## config.mk

```make
export PLATFORM = sky130hd
export DESIGN_NAME = rfs_supervisor
export DESIGN_NICKNAME = d
export VERILOG_FILES = /design/src/rfs_pkg.sv /design/src/rfs_hold_timer.sv /design/src/rfs_supervisor.sv /design/src/rfs_sync.sv
export VERILOG_INCLUDE_DIRS = /design/src /design/src/src
export SDC_FILE = /design/constraint.sdc
export NUM_CORES = 1
export LEC_CHECK = 0
export ABC_AREA = 1
export BUFFER_PORTS_ARGS = -buffer_cell sky130_fd_sc_hd__buf_2
export CORE_UTILIZATION = 49
export CTS_BUF_LIST = sky130_fd_sc_hd__clkbuf_16
export DETAILED_ROUTE_END_ITERATION = 10
export HOLD_SLACK_MARGIN = 0.15
export MAX_ROUTING_LAYER = met4
export PLACE_DENSITY = 0.81
export SETUP_SLACK_MARGIN = 0.1
export SYNTH_ARGS = -nofsm -noshare
export SYNTH_HDL_FRONTEND = slang
export SYNTH_HIERARCHICAL = 1
export SYNTH_SLANG_ARGS = --single-unit
```

## constraint.sdc

```tcl
create_clock -name ref_clk -period 1.3 [get_ports ref_clk]
set_input_delay 0.39 -clock ref_clk [delete_from_list [all_inputs] [get_ports ref_clk]]
set_output_delay 0.39 -clock ref_clk [all_outputs]
set_load 0.01 [all_outputs]
```

## src/rfs_params.svh

```systemverilog
/*
 * Constants for the regulator fault supervisor: thresholds, timing and counts.
 * Assumes the including file follows with the package and the modules.
 */
`ifndef RFS_PARAMS_SVH
`define RFS_PARAMS_SVH

// ----------------------------------------------------------------------------
// Geometry
// ----------------------------------------------------------------------------
`define RFS_NCH 2
`define RFS_SYNC_W 10

// ----------------------------------------------------------------------------
// Thresholds, in mV or uA
// ----------------------------------------------------------------------------
`define RFS_OV_FLOOR_MV 11'h4ec
`define RFS_OV_OFS_P1_MV 8'haf
`define RFS_OV_OFS_P2_MV 8'he1
`define RFS_OV_RELEASE_MV 8'h64
`define RFS_UV_TRIP_MV 9'h15e
`define RFS_UV_CLEAR_MV 9'h0fa
`define RFS_OCP_REF_UA 8'h64
`define RFS_OCP_BOOST_UA 8'h8c
`define RFS_OCL_REF_UA 8'h8c
`define RFS_OCL_BOOST_UA 8'hc4
`define RFS_OVERCURRENT_VOLTAGE_LIMIT_MV 12'h7d0

// ----------------------------------------------------------------------------
// Timing and counts
// ----------------------------------------------------------------------------
`define RFS_CLK_PERIOD_PS 5000
`define RFS_DVT_HOLD_NS 50000
`define RFS_DVT_HOLD_CYC ((`RFS_DVT_HOLD_NS * 1000) / `RFS_CLK_PERIOD_PS)
`define RFS_OC_RETRY_LIMIT 3'h5

`endif

```

## src/rfs_pkg.sv

```systemverilog
/*
 * Types for the regulator fault supervisor: control states and core state.
 * Assumes rfs_params.svh is on the include path.
 */
`include "rfs_params.svh"

package rfs_pkg;

    typedef enum logic [2:0] {
        RFS_SHUTDOWN,
        RFS_SOFTSTART,
        RFS_RUN,
        RFS_OC_OFF,
        RFS_OV_HOLD,
        RFS_LATCHED
    } rfs_state_t;

    typedef struct packed {
        rfs_state_t state;
        logic latched;
        logic clamp;
        logic ov_soft_seen;
        logic [2:0] oc_count;
        logic ss_ok;
        logic uv_low;
        logic ss_start;
        logic pg_pull;
        logic pg_level;
        logic pre_por;
        logic [`RFS_NCH-1:0] high;
        logic [`RFS_NCH-1:0] low;
        logic [7:0] ov_ofs_mv;
        logic [10:0] ov_floor_mv;
        logic [7:0] ocp_ref_ua;
        logic [7:0] ocl_ref_ua;
    } rfs_core_t;

endpackage

```

## src/rfs_hold_timer.sv

```systemverilog
/*
 * Stretches a level: output stays high while the input is high and for
 * HOLD_CYC clock cycles after it falls.
 * Assumes the input is already in the ref_clk domain.
 */
`timescale 1ns/1ps

module rfs_hold_timer #(
    parameter int HOLD_CYC = 10000
) (
    input wire logic ref_clk,
    input wire logic rstn,
    input wire logic level_in,
    output logic stretched
);

    localparam int CW = $clog2(HOLD_CYC + 1);

    typedef struct packed {
        logic [CW-1:0] count;
        logic active;
    } rfs_hold_st_t;

    rfs_hold_st_t hold_reg;
    rfs_hold_st_t hold_next;

    always_comb begin
        hold_next = hold_reg;
        if (level_in) begin
            hold_next.count = CW'(HOLD_CYC);
        end else if (hold_reg.count != '0) begin
            hold_next.count = hold_reg.count - CW'(1);
        end
        hold_next.active = level_in || (hold_reg.count > CW'(1));
    end

    always_ff @(posedge ref_clk or negedge rstn) begin
        if (!rstn) begin
            hold_reg <= '0;
        end else begin
            hold_reg <= hold_next;
        end
    end

    assign stretched = hold_reg.active;

endmodule

```

## src/rfs_supervisor.sv

```systemverilog
/*
 * Fault supervisor of a multi-phase regulator controller. Takes comparator
 * results for overvoltage, undervoltage, average overcurrent and per-channel
 * current limit, plus soft-start and voltage-transition status, and drives
 * the gate commands, power-good, threshold selects and the retry counter.
 * Assumes: comparator and pin inputs are asynchronous; soft-start status,
 * transition status and PWM requests come from logic on ref_clk; the analog
 * comparators use the threshold values this block drives out.
 */
`timescale 1ns/1ps
`include "rfs_params.svh"

module rfs_supervisor #(
    parameter int DVT_HOLD_CYCLES = `RFS_DVT_HOLD_CYC
) (
    input wire logic ref_clk,
    input wire logic rstn,
    input wire logic enable_in,
    input wire logic por_ok,
    input wire logic profile_two,
    input wire logic ocp_method_two,
    input wire logic ov_above_trip,
    input wire logic ov_below_release,
    input wire logic uv_below_trip,
    input wire logic uv_above_clear,
    input wire logic ocp_avg_above,
    input wire logic ocp_current_monitor_voltage_above,
    input wire logic [`RFS_NCH-1:0] ocl_above,
    input wire logic ss_done,
    input wire logic dvt_active,
    input wire logic [`RFS_NCH-1:0] pwm_high_req,
    output logic [`RFS_NCH-1:0] high_side_drive,
    output logic [`RFS_NCH-1:0] low_side_drive,
    output logic power_good_out,
    output logic power_good_oe,
    output logic ss_start,
    output logic latched_off,
    output logic pre_por_ovp_en,
    output logic [2:0] oc_retry_count,
    output logic [7:0] ov_offset_mv,
    output logic [10:0] ov_floor_mv,
    output logic [7:0] ocp_ref_ua,
    output logic [7:0] ocl_ref_ua
);

    // ------------------------------------------------------------------------
    // Input synchronisation
    // ------------------------------------------------------------------------
    logic [`RFS_SYNC_W+`RFS_NCH-1:0] raw_in;
    logic [`RFS_SYNC_W+`RFS_NCH-1:0] sync_in;
    logic en_s;
    logic por_s;
    logic prof2_s;
    logic meth2_s;
    logic ov_trip_s;
    logic ov_rel_s;
    logic uv_trip_s;
    logic uv_clear_s;
    logic ocp_avg_s;
    logic ocp_current_monitor_voltage_s;
    logic [`RFS_NCH-1:0] ocl_s;

    assign raw_in = {ocl_above, ocp_current_monitor_voltage_above, ocp_avg_above, uv_above_clear,
                     uv_below_trip, ov_below_release, ov_above_trip,
                     ocp_method_two, profile_two, por_ok, enable_in};

    rfs_sync #(
        .W(`RFS_SYNC_W + `RFS_NCH)
    ) u_sync (
        .ref_clk(ref_clk),
        .rstn(rstn),
        .async_in(raw_in),
        .sync_out(sync_in)
    );

    assign en_s = sync_in[0];
    assign por_s = sync_in[1];
    assign prof2_s = sync_in[2];
    assign meth2_s = sync_in[3];
    assign ov_trip_s = sync_in[4];
    assign ov_rel_s = sync_in[5];
    assign uv_trip_s = sync_in[6];
    assign uv_clear_s = sync_in[7];
    assign ocp_avg_s = sync_in[8];
    assign ocp_current_monitor_voltage_s = sync_in[9];
    assign ocl_s = sync_in[`RFS_SYNC_W+`RFS_NCH-1:`RFS_SYNC_W];

    // ------------------------------------------------------------------------
    // Transition boost window
    // ------------------------------------------------------------------------
    logic boost;

    rfs_hold_timer #(
        .HOLD_CYC(DVT_HOLD_CYCLES)
    ) u_boost (
        .ref_clk(ref_clk),
        .rstn(rstn),
        .level_in(dvt_active),
        .stretched(boost)
    );

    // ------------------------------------------------------------------------
    // Helpers
    // ------------------------------------------------------------------------
    function automatic logic is_active(input rfs_pkg::rfs_state_t st);
        is_active = (st == rfs_pkg::RFS_SOFTSTART) || (st == rfs_pkg::RFS_RUN);
    endfunction

    // ------------------------------------------------------------------------
    // Core state
    // ------------------------------------------------------------------------
    rfs_pkg::rfs_core_t core_reg;
    rfs_pkg::rfs_core_t core_next;

    logic enabled;
    logic oc_trip;
    logic ov_start;
    logic pg_ok;

    assign enabled = en_s && por_s;
    assign oc_trip = meth2_s ? ocp_current_monitor_voltage_s : ocp_avg_s;

    always_comb begin
        core_next = core_reg;
        core_next.ss_start = 1'b0;
        core_next.pg_level = 1'b0;
        core_next.pre_por = !por_s;
        ov_start = ov_trip_s && !core_reg.clamp;
        pg_ok = 1'b0;

        if (!enabled) begin
            // Enable low or supply below POR clears every latch except the undervoltage flag
            core_next.state = rfs_pkg::RFS_SHUTDOWN;
            core_next.clamp = 1'b0;
            core_next.ov_soft_seen = 1'b0;
            core_next.oc_count = 3'h0;
            core_next.ss_ok = 1'b0;
        end else begin
            // Clamp is armed by any trip outside the shutdown state, released 100mV under the trip level
            if (core_reg.state != rfs_pkg::RFS_SHUTDOWN) begin
                if (ov_start) begin
                    core_next.clamp = 1'b1;
                end else if (core_reg.clamp && ov_rel_s) begin
                    core_next.clamp = 1'b0;
                end
            end

            case (core_reg.state)
                rfs_pkg::RFS_SHUTDOWN: begin
                    core_next.state = rfs_pkg::RFS_SOFTSTART;
                    core_next.ss_start = 1'b1;
                end
                rfs_pkg::RFS_SOFTSTART: begin
                    if (ov_start) begin
                        core_next.ss_ok = 1'b0;
                        if (!core_reg.ov_soft_seen) begin
                            core_next.ov_soft_seen = 1'b1;
                        end else begin
                            core_next.state = rfs_pkg::RFS_OV_HOLD;
                        end
                    end else if (oc_trip) begin
                        core_next.state = rfs_pkg::RFS_OC_OFF;
                        core_next.oc_count = core_reg.oc_count + 3'h1;
                    end else if (ss_done && !core_reg.clamp) begin
                        core_next.state = rfs_pkg::RFS_RUN;
                        core_next.ss_ok = 1'b1;
                        core_next.oc_count = 3'h0;
                    end
                end
                rfs_pkg::RFS_RUN: begin
                    if (ov_start) begin
                        core_next.state = rfs_pkg::RFS_OV_HOLD;
                        core_next.ss_ok = 1'b0;
                    end else if (oc_trip) begin
                        core_next.state = rfs_pkg::RFS_OC_OFF;
                        core_next.ss_ok = 1'b0;
                        core_next.oc_count = core_reg.oc_count + 3'h1;
                    end
                end
                rfs_pkg::RFS_OC_OFF: begin
                    if (core_reg.oc_count >= `RFS_OC_RETRY_LIMIT) begin
                        core_next.state = rfs_pkg::RFS_LATCHED;
                    end else begin
                        core_next.state = rfs_pkg::RFS_SOFTSTART;
                        core_next.ss_start = 1'b1;
                    end
                end
                rfs_pkg::RFS_OV_HOLD: begin
                    if (!core_next.clamp) begin
                        core_next.state = rfs_pkg::RFS_LATCHED;
                    end
                end
                rfs_pkg::RFS_LATCHED: begin
                    core_next.state = rfs_pkg::RFS_LATCHED;
                end
                default: begin
                    core_next.state = rfs_pkg::RFS_SHUTDOWN;
                end
            endcase
        end

        core_next.latched = core_next.state == rfs_pkg::RFS_LATCHED;
        // Undervoltage flag with hysteresis; trip wins over clear
        if (uv_trip_s) begin
            core_next.uv_low = 1'b1;
        end else if (uv_clear_s) begin
            core_next.uv_low = 1'b0;
        end

        // Power-good: profile one also needs the run state
        if (!prof2_s) begin
            pg_ok = core_next.ss_ok && !core_next.uv_low && !core_next.clamp
                    && (core_next.state == rfs_pkg::RFS_RUN);
        end else begin
            pg_ok = core_next.ss_ok && !core_next.uv_low && !core_next.clamp
                    && (core_next.state != rfs_pkg::RFS_OC_OFF);
        end
        core_next.pg_pull = !pg_ok;

        // Gate commands
        for (int i = 0; i < `RFS_NCH; i++) begin
            core_next.high[i] = is_active(core_next.state) && !core_next.clamp
                                && pwm_high_req[i] && !ocl_s[i];
            core_next.low[i] = core_next.clamp
                               || (is_active(core_next.state)
                                   && (!pwm_high_req[i] || ocl_s[i]));
        end

        // Overvoltage level: frozen while clamped so release tracks the trip
        if (!core_next.clamp) begin
            core_next.ov_ofs_mv = prof2_s ? `RFS_OV_OFS_P2_MV : `RFS_OV_OFS_P1_MV;
            if (core_next.state == rfs_pkg::RFS_SOFTSTART && !prof2_s) begin
                core_next.ov_floor_mv = `RFS_OV_FLOOR_MV;
            end else begin
                core_next.ov_floor_mv = 11'h000;
            end
        end

        // Current references, boosted around voltage transitions
        core_next.ocp_ref_ua = boost ? `RFS_OCP_BOOST_UA : `RFS_OCP_REF_UA;
        core_next.ocl_ref_ua = boost ? `RFS_OCL_BOOST_UA : `RFS_OCL_REF_UA;
    end

    // ------------------------------------------------------------------------
    // State register
    // ------------------------------------------------------------------------
    always_ff @(posedge ref_clk or negedge rstn) begin
        if (!rstn) begin
            core_reg <= '{
                state: rfs_pkg::RFS_SHUTDOWN,
                latched: 1'b0,
                clamp: 1'b0,
                ov_soft_seen: 1'b0,
                oc_count: 3'h0,
                ss_ok: 1'b0,
                uv_low: 1'b0,
                ss_start: 1'b0,
                pg_pull: 1'b1,
                pg_level: 1'b0,
                pre_por: 1'b1,
                high: '0,
                low: '0,
                ov_ofs_mv: 8'h00,
                ov_floor_mv: 11'h000,
                ocp_ref_ua: `RFS_OCP_REF_UA,
                ocl_ref_ua: `RFS_OCL_REF_UA
            };
        end else begin
            core_reg <= core_next;
        end
    end

    // ------------------------------------------------------------------------
    // Outputs
    // ------------------------------------------------------------------------
    assign high_side_drive = core_reg.high;
    assign low_side_drive = core_reg.low;
    assign power_good_out = core_reg.pg_level;
    assign power_good_oe = core_reg.pg_pull;
    assign ss_start = core_reg.ss_start;
    assign latched_off = core_reg.latched;
    assign pre_por_ovp_en = core_reg.pre_por;
    assign oc_retry_count = core_reg.oc_count;
    assign ov_offset_mv = core_reg.ov_ofs_mv;
    assign ov_floor_mv = core_reg.ov_floor_mv;
    assign ocp_ref_ua = core_reg.ocp_ref_ua;
    assign ocl_ref_ua = core_reg.ocl_ref_ua;

endmodule

```

## src/rfs_sync.sv

```systemverilog
/*
 * Two-stage synchroniser for a bus of independent level inputs.
 * Assumes each bit is a slow comparator or pin level; no bus coherence kept.
 */
`timescale 1ns/1ps

module rfs_sync #(
    parameter int W = 1
) (
    input wire logic ref_clk,
    input wire logic rstn,
    input wire logic [W-1:0] async_in,
    output logic [W-1:0] sync_out
);

    typedef struct packed {
        logic [W-1:0] meta;
        logic [W-1:0] stable;
    } rfs_sync_st_t;

    rfs_sync_st_t sync_reg;
    rfs_sync_st_t sync_next;

    always_comb begin
        sync_next.meta = async_in;
        sync_next.stable = sync_reg.meta;
    end

    always_ff @(posedge ref_clk or negedge rstn) begin
        if (!rstn) begin
            sync_reg <= '0;
        end else begin
            sync_reg <= sync_next;
        end
    end

    assign sync_out = sync_reg.stable;

endmodule
```

==> results.cfg, run 1 <==
[outcome]
outcome = complete, but fails checks
violations = setup timing

[timing]
maxSlewViolCount = 0
clock.fmax_mhz = 673
final_hold_viol_count = 0
grt_setup_unrepaired = true
whs_ns = 0.163
final.setup_skew_ns = 0.00596
fin_tns_setup_ns = -2.18
setup_viol = 35
post-route-period-util_pct = 114
fin_ws_ns = -0.187
finalCriticalPeriod_ns = 1.49

[synthesis]
ys_async_sr_fraction_pct = 100
yosysWarnings = 6
synthFlopType = dfrtp_1
synth-seq-area-share_pct = 51.0
synth_edf_count = 0
synth-seq-cells = 63
synth_area_um2 = 3100
syn_inst = 334
ys_types = 35
avgSynthCellArea_um2 = 9.28

[layout]
drive_gt1_share_pct = 50.9
fin_area_um2 = 4320
layout-area-overhead-vs-synth_pct = 39.5
largest_reg_flops = 14
final_common_cell = dfrtp_1
num_antenna_cells = 0
mostFrequentLayoutCells = dfrtp_1, buf_4, nand2_1
fin_nets = 443

[global_routing]
grt_pass1_wl_um = 10500
grtUsageTotal_pct = 22.3
grt-ovfl-total = 0
antenna_found_initial = 0
grt_max_degree = 64
grt_pass1_vias = 2318

[cts]
tritoncts = built
numCtsBuffers = 9
clkTransAtPathRegs_ns = 0.05
clock-sinks = 63
root_buffer = clkbuf_16
clock_latency_ns = 0.33
clockBufferDepth = 2
htree_levels = 3

[power]
power_uw = 5640
leakage_uw = 0.00214
peakVddDrop_v = 0.000769
powerDensity_nw_per_um2 = 1300

[worst_setup_path]
cp.arrival_ns = 1.75
cp-start-kind = register
crit_type = reg -> reg
cp.required_ns = 1.56
cp-end-kind = register
cp_max_fo = 5

[die]
io_pins = 65
start_util_pct = 51.4
core-area_um2 = 6030
dieWidth_um = 81.5
die_h_um = 81.5
rows = 28
design.die.area_um2 = 6640

[detailed_routing]
ant_nets = 0
drt_iter0_markers = 168
first_pass_iters = 4
vias_per_cell = 5.00
routed_wirelength_um = 6800
drc = 0
vias = 2505
avgRoutedWirePerCell_um = 13.6

[run]
drv_cap = 0

[placement]
numPortBuffers = 47
pre_cts_ws_ns = -0.157
dp_hpwl_um = 4070
place_area_um2 = 3430
gp_congestion = 0.891

[min_path]
min_path_type = in -> reg
## where the power goes
part	switching (uW)	internal, uW	total, uW
clock network	882	1870	2760
registers	80.8	2060	2140
logic	414	329	743
total	1380	4260	5640
## cells by family (layout without fill, tap and decap cells)
kind of cell,after synthesis,count (layout),synth area share (%)
compound gates,27,27,4.89
xor+xnor,1,1,0.283
fa+ha+maj,4,4,1.62
buf+inv,93,169,16.7
flops,63,63,51.0
other cells,2,17,0.242
simple gates,144,145,25.2
## metrics by stage
step                      utilization [%]  instances
after detailed placement             57.0        458
final                                71.7        501
after global placement               57.0        458
after global routing                 71.7        501
after CTS                            68.1        494
after floorplan                         -        349
## worst max-delay path, cell delays in order, from the launching register on
cell and delay [ns]:
dfrtp_2 0.45, inv_4 0.11, nand3_4 0.12, nor2_4 0.11, nand3b_1 0.12, nand4_1 0.19, nand2_4 0.09, nand2_4 0.09
nand2_2 0.05, nor2_1 0.08
## final timing paths
kind | to | start | slack (ns) | cells after the start
setup / recovery | high_side_drive[0] | core_reg[52] | -0.19 | 9
hold / removal | u_sync/sync_next[10] | ocl_above[0] | 0.16 | 1
setup reg to reg | high_side_drive[0] | core_reg[52] | -0.19 | 9
hold reg to reg | u_sync/sync_out[9] | u_sync/sync_next[9] | 0.35 | 0
max in group asynchronous | pre_por_ovp_en | rstn | 0.38 | 3
min in group asynchronous | oc_retry_count[1] | rstn | 0.59 | 3
## synthesized netlist by cell type (4+ instances only)
cell | instances | share of area [%]
o21ai_1 | 4 | 0.65
or2_2 | 4 | 0.81
nand2_4 | 4 | 1.5
nor2_2 | 4 | 0.81
nor2_1 | 27 | 3.3
nand2_2 | 8 | 1.6
nand3_1 | 18 | 2.9
buf_4 | 43 | 10
nand4_1 | 6 | 1.2
nand3_2 | 4 | 1.3
nand3b_1 | 4 | 0.97
nand2_1 | 55 | 6.7
a21oi_1 | 13 | 2.1
dfrtp_1 | 60 | 48
o21ai_0 | 4 | 0.65
ha_1 | 4 | 1.6
inv_1 | 44 | 5.3
## routing by layer
layer	vias to the layer above	global-route usage, %	part of all wire (%)
li1	1161	-	-
met1	1240	25.7	40
met2	80	36.7	53
met3	24	4.56	4.6
met4	0	11.4	3.0
met5	-	-	0
## final cells by class
cell class,instances,area (um^2)
timing repair buffer,104,788
clock inverter,7,119
multi-input combinational,194,1310
inverter,49,195
tap,75,93.8
clock buffer,9,225
sequential,63,1590
fill,393,1700
## repair_timing
action | 4_1_cts | 5_1_grt
setup buffers | 18 | 7
hold buffers | 1 | 0
pin swaps | 18 | 18
cloned | 1 | 0
endpoints found under the hold margin | 60 | 0
endpoints found under the setup margin | 61 | 64
gates resized for setup | 42 | 44
Note: power is estimated with default switching activity, not from simulation.
==> run 2, diff against run 1 <==
GPL_TIMING_DRIVEN = 0   (was not set)
==> run 2 against run 1 <==
Compared with the run above: the run still ends with setup timing left; cell count grew 3.8%; sequential share of layout area is 2.1 points lower; register-to-register slack worse by 0.02 ns; global-route usage rose by 2.4 points; critical path type unchanged; critical endpoint is now high_side_drive[1]; largest power group unchanged; highest routed layer unchanged.
==> results.cfg, run 2 (same netlist as run 1, synthesis figures left out) <==
[outcome]
violations = setup timing
outcome = complete, but fails checks

[global_routing]
antenna_found_initial = 0
grt_max_degree = 64
grtUsageTotal_pct = 24.6
grt-ovfl-total = 0
grt_pass1_vias = 2521
grt_pass1_wl_um = 11500

[power]
p_seq_share_pct = 39.6
peakVddDrop_v = 0.00109
leakage_uw = 0.00230
intPower_uw = 4080
clock_power_share_pct = 46.0
switching_power_uw = 1330
netSwitchingFraction_pct = 24.7
p_comb_share_pct = 14.4
powerDensity_nw_per_um2 = 1180

[timing]
clock.fmax_mhz = 663
maxSlewViolCount = 0
fin_tns_setup_ns = -4.25
final.setup_skew_ns = 0.00773
post-route-period-util_pct = 116
finalCriticalPeriod_ns = 1.51
fin_ws_ns = -0.208
maxSlewHeadroom_pct = 48.8
tightestPinTransition_ns = 0.769
setup_viol = 46
final_hold_viol_count = 0
whs_ns = 0.137
grt_setup_unrepaired = true

[detailed_routing]
vias_per_cell = 4.83
routed_wirelength_um = 7480
avgRoutedWirePerCell_um = 14.4
drt_iter0_markers = 96
first_pass_iters = 4
drc = 0
ant_nets = 0
vias = 2514

[layout]
num_antenna_cells = 0
final_common_cell = dfrtp_1
mostFrequentLayoutCells = dfrtp_1, buf_6, buf_4
layout-area-overhead-vs-synth_pct = 47.9
drive_gt1_share_pct = 53.3
fin_nets = 462
largest_reg_flops = 14
fin_area_um2 = 4580
fillCellCount = 383

[die]
die_h_um = 81.5
design.die.area_um2 = 6640
rows = 28
core-area_um2 = 6030
io_pins = 65
start_util_pct = 51.4
dieWidth_um = 81.5

[worst_setup_path]
r2r_cells = 11
cp-start-kind = register
cp_max_fo = 5
crit_type = reg -> reg
cp-end-kind = register
cp.required_ns = 1.55
cp.arrival_ns = 1.76

[cts]
clock-sinks = 63
htree_levels = 3
numCtsBuffers = 9
cts_hold_buf = 0
clockBufferDepth = 2
root_buffer = clkbuf_16
tritoncts = built
clock_latency_ns = 0.32
clkTransAtPathRegs_ns = 0.05

[placement]
numPortBuffers = 47
place_area_um2 = 3520
gp_congestion = 0.849
dp_hpwl_um = 4000

[min_path]
min_path_type = in -> async

[run]
drv_cap = 0
==> run 2: per-layer routing <==
metal | share of wire, % | global-route usage [%] | vias up
li1 | - | - | 1200
met1 | 36 | 23.4 | 1196
met2 | 57 | 44.9 | 100
met3 | 4.7 | 7.89 | 18
met4 | 2.2 | 11.3 | 0
met5 | 0 | - | -
==> run 2: worst max-delay path: stages, from the launching register on <==
cell and delay, ns:
dfrtp_1 0.41, inv_2 0.14, nand3_4 0.13, inv_4 0.10, nand2_2 0.05, nand2_2 0.08
nand4_4 0.12, clkinv_4 0.11, nand2_4 0.07, nand2_4 0.08, nand2_2 0.05, nor2_1 0.09
==> run 2: power by group through the flow <==
stage               logic (uW)  registers, uW  clock network, uW
finish                     777           2140               2490
floorplan                  398           2140                  0
global route               853           2150               2620
detailed placement         545           2150                  0
CTS                        687           2130               2540
global placement           527           2150                  0
==> run 2: worst paths after layout <==
path | from | end | slack, ns
max in group asynchronous | rstn | u_boost/hold_reg[5] | 0.59
max | core_reg[52] | high_side_drive[1] | -0.21
min reg2reg | u_sync/sync_next[8] | u_sync/sync_out[8] | 0.34
min | rstn | oc_retry_count[2] | 0.14
max reg2reg | core_reg[52] | high_side_drive[1] | -0.21
min in group ref_clk | uv_above_clear | u_sync/sync_next[7] | 0.17
==> run 2: stage by stage <==
stage / utilization [%] / power (uW) / worst slack (ns) / instances
floorplan: - / 2540 / 0.00872 / 349
finish: 76.0 / 5410 / -0.208 / 520
CTS: 73.4 / 5360 / -0.178 / 510
global placement: 58.4 / 2670 / -0.420 / 471
detailed placement: 58.4 / 2700 / -0.439 / 471
global route: 76.0 / 5620 / -0.271 / 520
==> run 2: cell type report <==
| class | instances | area (um^2) | share of cell area, % |
|---|---|---|---|
| Sequential cell | 63 | 1590 | 34.7 |
| Tap cell | 75 | 93.8 | 2.05 |
| Multi-Input combinational cell | 194 | 1320 | 28.8 |
| Clock inverter | 7 | 87.6 | 1.91 |
| Inverter | 49 | 196 | 4.29 |
| Clock buffer | 9 | 225 | 4.92 |
| Timing Repair Buffer | 84 | 702 | 15.3 |
| Buffer | 39 | 369 | 8.06 |
==> run 2: repair_timing <==
| action | in CTS | in global routing |
|---|---|---|
| gates resized for setup | 95 | 26 |
| setup endpoints to repair | 120 | 64 |
| setup buffers | 27 | 10 |
| cloned | 1 | 0 |
| pin swaps | 26 | 16 |
==> run 3, diff against run 2 <==
MAX_ROUTING_LAYER = not set   (was met4)
==> run 3 against run 2 <==
Compared with the run above: the run still ends with setup timing left; sequential power hardly changed; non-clock buffer count is the same; via count is 0.76% higher; critical path type unchanged; largest cell class unchanged; die area unchanged; count of clock-buffer cells in the layout unchanged; combinational power about the same; cell area did not move; highest routed layer unchanged.
==> results.cfg, run 3 (same netlist as run 1, synthesis figures left out) <==
[worst_setup_path]
crit_type = reg -> reg
cp.required_ns = 1.55
cp-start-kind = register
cp_max_fo = 5
cp-end-kind = register
cp.arrival_ns = 1.75

[detailed_routing]
drc = 0
first_pass_iters = 4
drt_iter0_markers = 97
ant_nets = 0
routed_wirelength_um = 7420
avgRoutedWirePerCell_um = 14.3
vias = 2533
vias_per_cell = 4.87

[power]
powerDensity_nw_per_um2 = 1180
leakage_uw = 0.00230
peakVddDrop_v = 0.00109

[layout]
layout-area-overhead-vs-synth_pct = 47.9
num_antenna_cells = 0
fin_nets = 462
largest_reg_flops = 14
drive_gt1_share_pct = 53.3
final_util_pct = 76.0
final_common_cell = dfrtp_1
mostFrequentLayoutCells = dfrtp_1, buf_6, buf_4

[global_routing]
grtUsageTotal_pct = 24.0
grt_use_met3_pct = 7.89
use_met1_pct = 23.5
grt_max_degree = 64
grt_pass1_wl_um = 11600
grt_pass1_vias = 2522
grt-ovfl-total = 0
antenna_found_initial = 0
grt_use_met2_pct = 44.9
gr-max-usage-layer = met2

[timing]
setup_viol = 44
clock.fmax_mhz = 667
final_hold_viol_count = 0
final.setup_skew_ns = 0.00763
tightestPinTransition_ns = 0.761
grt_setup_unrepaired = true
finalCriticalPeriod_ns = 1.50
fin_tns_setup_ns = -4.12
maxSlewHeadroom_pct = 49.2
fin_ws_ns = -0.200
maxSlewViolCount = 0
post-route-period-util_pct = 115

[cts]
clockBufferDepth = 2
tritoncts = built
cts_hold_buf = 0
clkTransAtPathRegs_ns = 0.05
numCtsBuffers = 9
root_buffer = clkbuf_16
htree_levels = 3
clock-sinks = 63
clock_latency_ns = 0.32

[die]
design.die.area_um2 = 6640
core-area_um2 = 6030
rows = 28
io_pins = 65
start_util_pct = 51.4
dieWidth_um = 81.5
die_h_um = 81.5

[run]
drv_cap = 0

[outcome]
violations = setup timing
outcome = complete, but fails checks

[placement]
dp_hpwl_um = 4000
gp_congestion = 0.836
numPortBuffers = 47
pre_cts_ws_ns = -0.439

[min_path]
min_path_type = in -> async
run 3: cell counts in the layout (fill, tap and decap cells not counted):
No cell type changed its count.
run 3: per-stage QoR:
step | hold WS (ns) | total power [uW] | area, um^2 | cells
2_1_floorplan | 0.0944 | 2540 | 3190 | 349
3_3_place_gp | 0.333 | 2670 | 3520 | 471
3_5_place_dp | 0.335 | 2700 | 3520 | 471
4_1_cts | 0.162 | 5360 | 4420 | 510
5_1_grt | 0.154 | 5630 | 4580 | 520
6_report | 0.137 | 5410 | 4580 | 520
run 3: worst paths after layout:
| path | from | to | slack [ns] | cells after the start |
|---|---|---|---|---|
| setup / recovery | core_reg[52] | high_side_drive[1] | -0.20 | 11 |
| hold / removal | rstn | oc_retry_count[2] | 0.14 | 1 |
| hold reg to reg | u_sync/sync_next[8] | u_sync/sync_out[8] | 0.34 | 0 |
| min in group ref_clk | profile_two | u_sync/sync_next[2] | 0.17 | 1 |
| setup reg to reg | core_reg[52] | high_side_drive[1] | -0.20 | 11 |
| max in group asynchronous | rstn | u_boost/hold_reg[5] | 0.62 | 1 |
run 3: cell type report:
type	count	area, um^2
fill	383	1450
timing repair buffer	84	702
tap	75	93.8
inverter	49	196
sequential	63	1590
multi-input combinational	194	1320
clock buffer	9	225
buffer	39	369
clock inverter	7	87.6
run 3: power breakdown:
part	switching (uW)	internal [uW]
clock	832	1660
combinational	418	360
sequential	85.0	2060
run 3: worst max-delay path: stages, from the launching register on:
cell and delay [ns]:
dfrtp_1 0.41, inv_2 0.13, nand3_4 0.12, inv_4 0.10, nand2_2 0.05, nand2_2 0.08, nand4_4 0.12, clkinv_4 0.11
nand2_4 0.07, nand2_4 0.08, nand2_2 0.05, nor2_1 0.09
run 3: routing by layer:
| metal | vias to the layer above | share of wire [%] |
|---|---|---|
| met5 | - | 0 |
| met4 | 0 | 3.2 |
| met3 | 26 | 5.1 |
| met2 | 96 | 57 |
| met1 | 1208 | 35 |
| li1 | 1203 | - |
run 3: what timing repair did:
action	in CTS	in global routing
pin swaps	26	16
resized for setup	95	26
buffers inserted	27	10
endpoints found under the setup margin	120	64
cloned	1	0
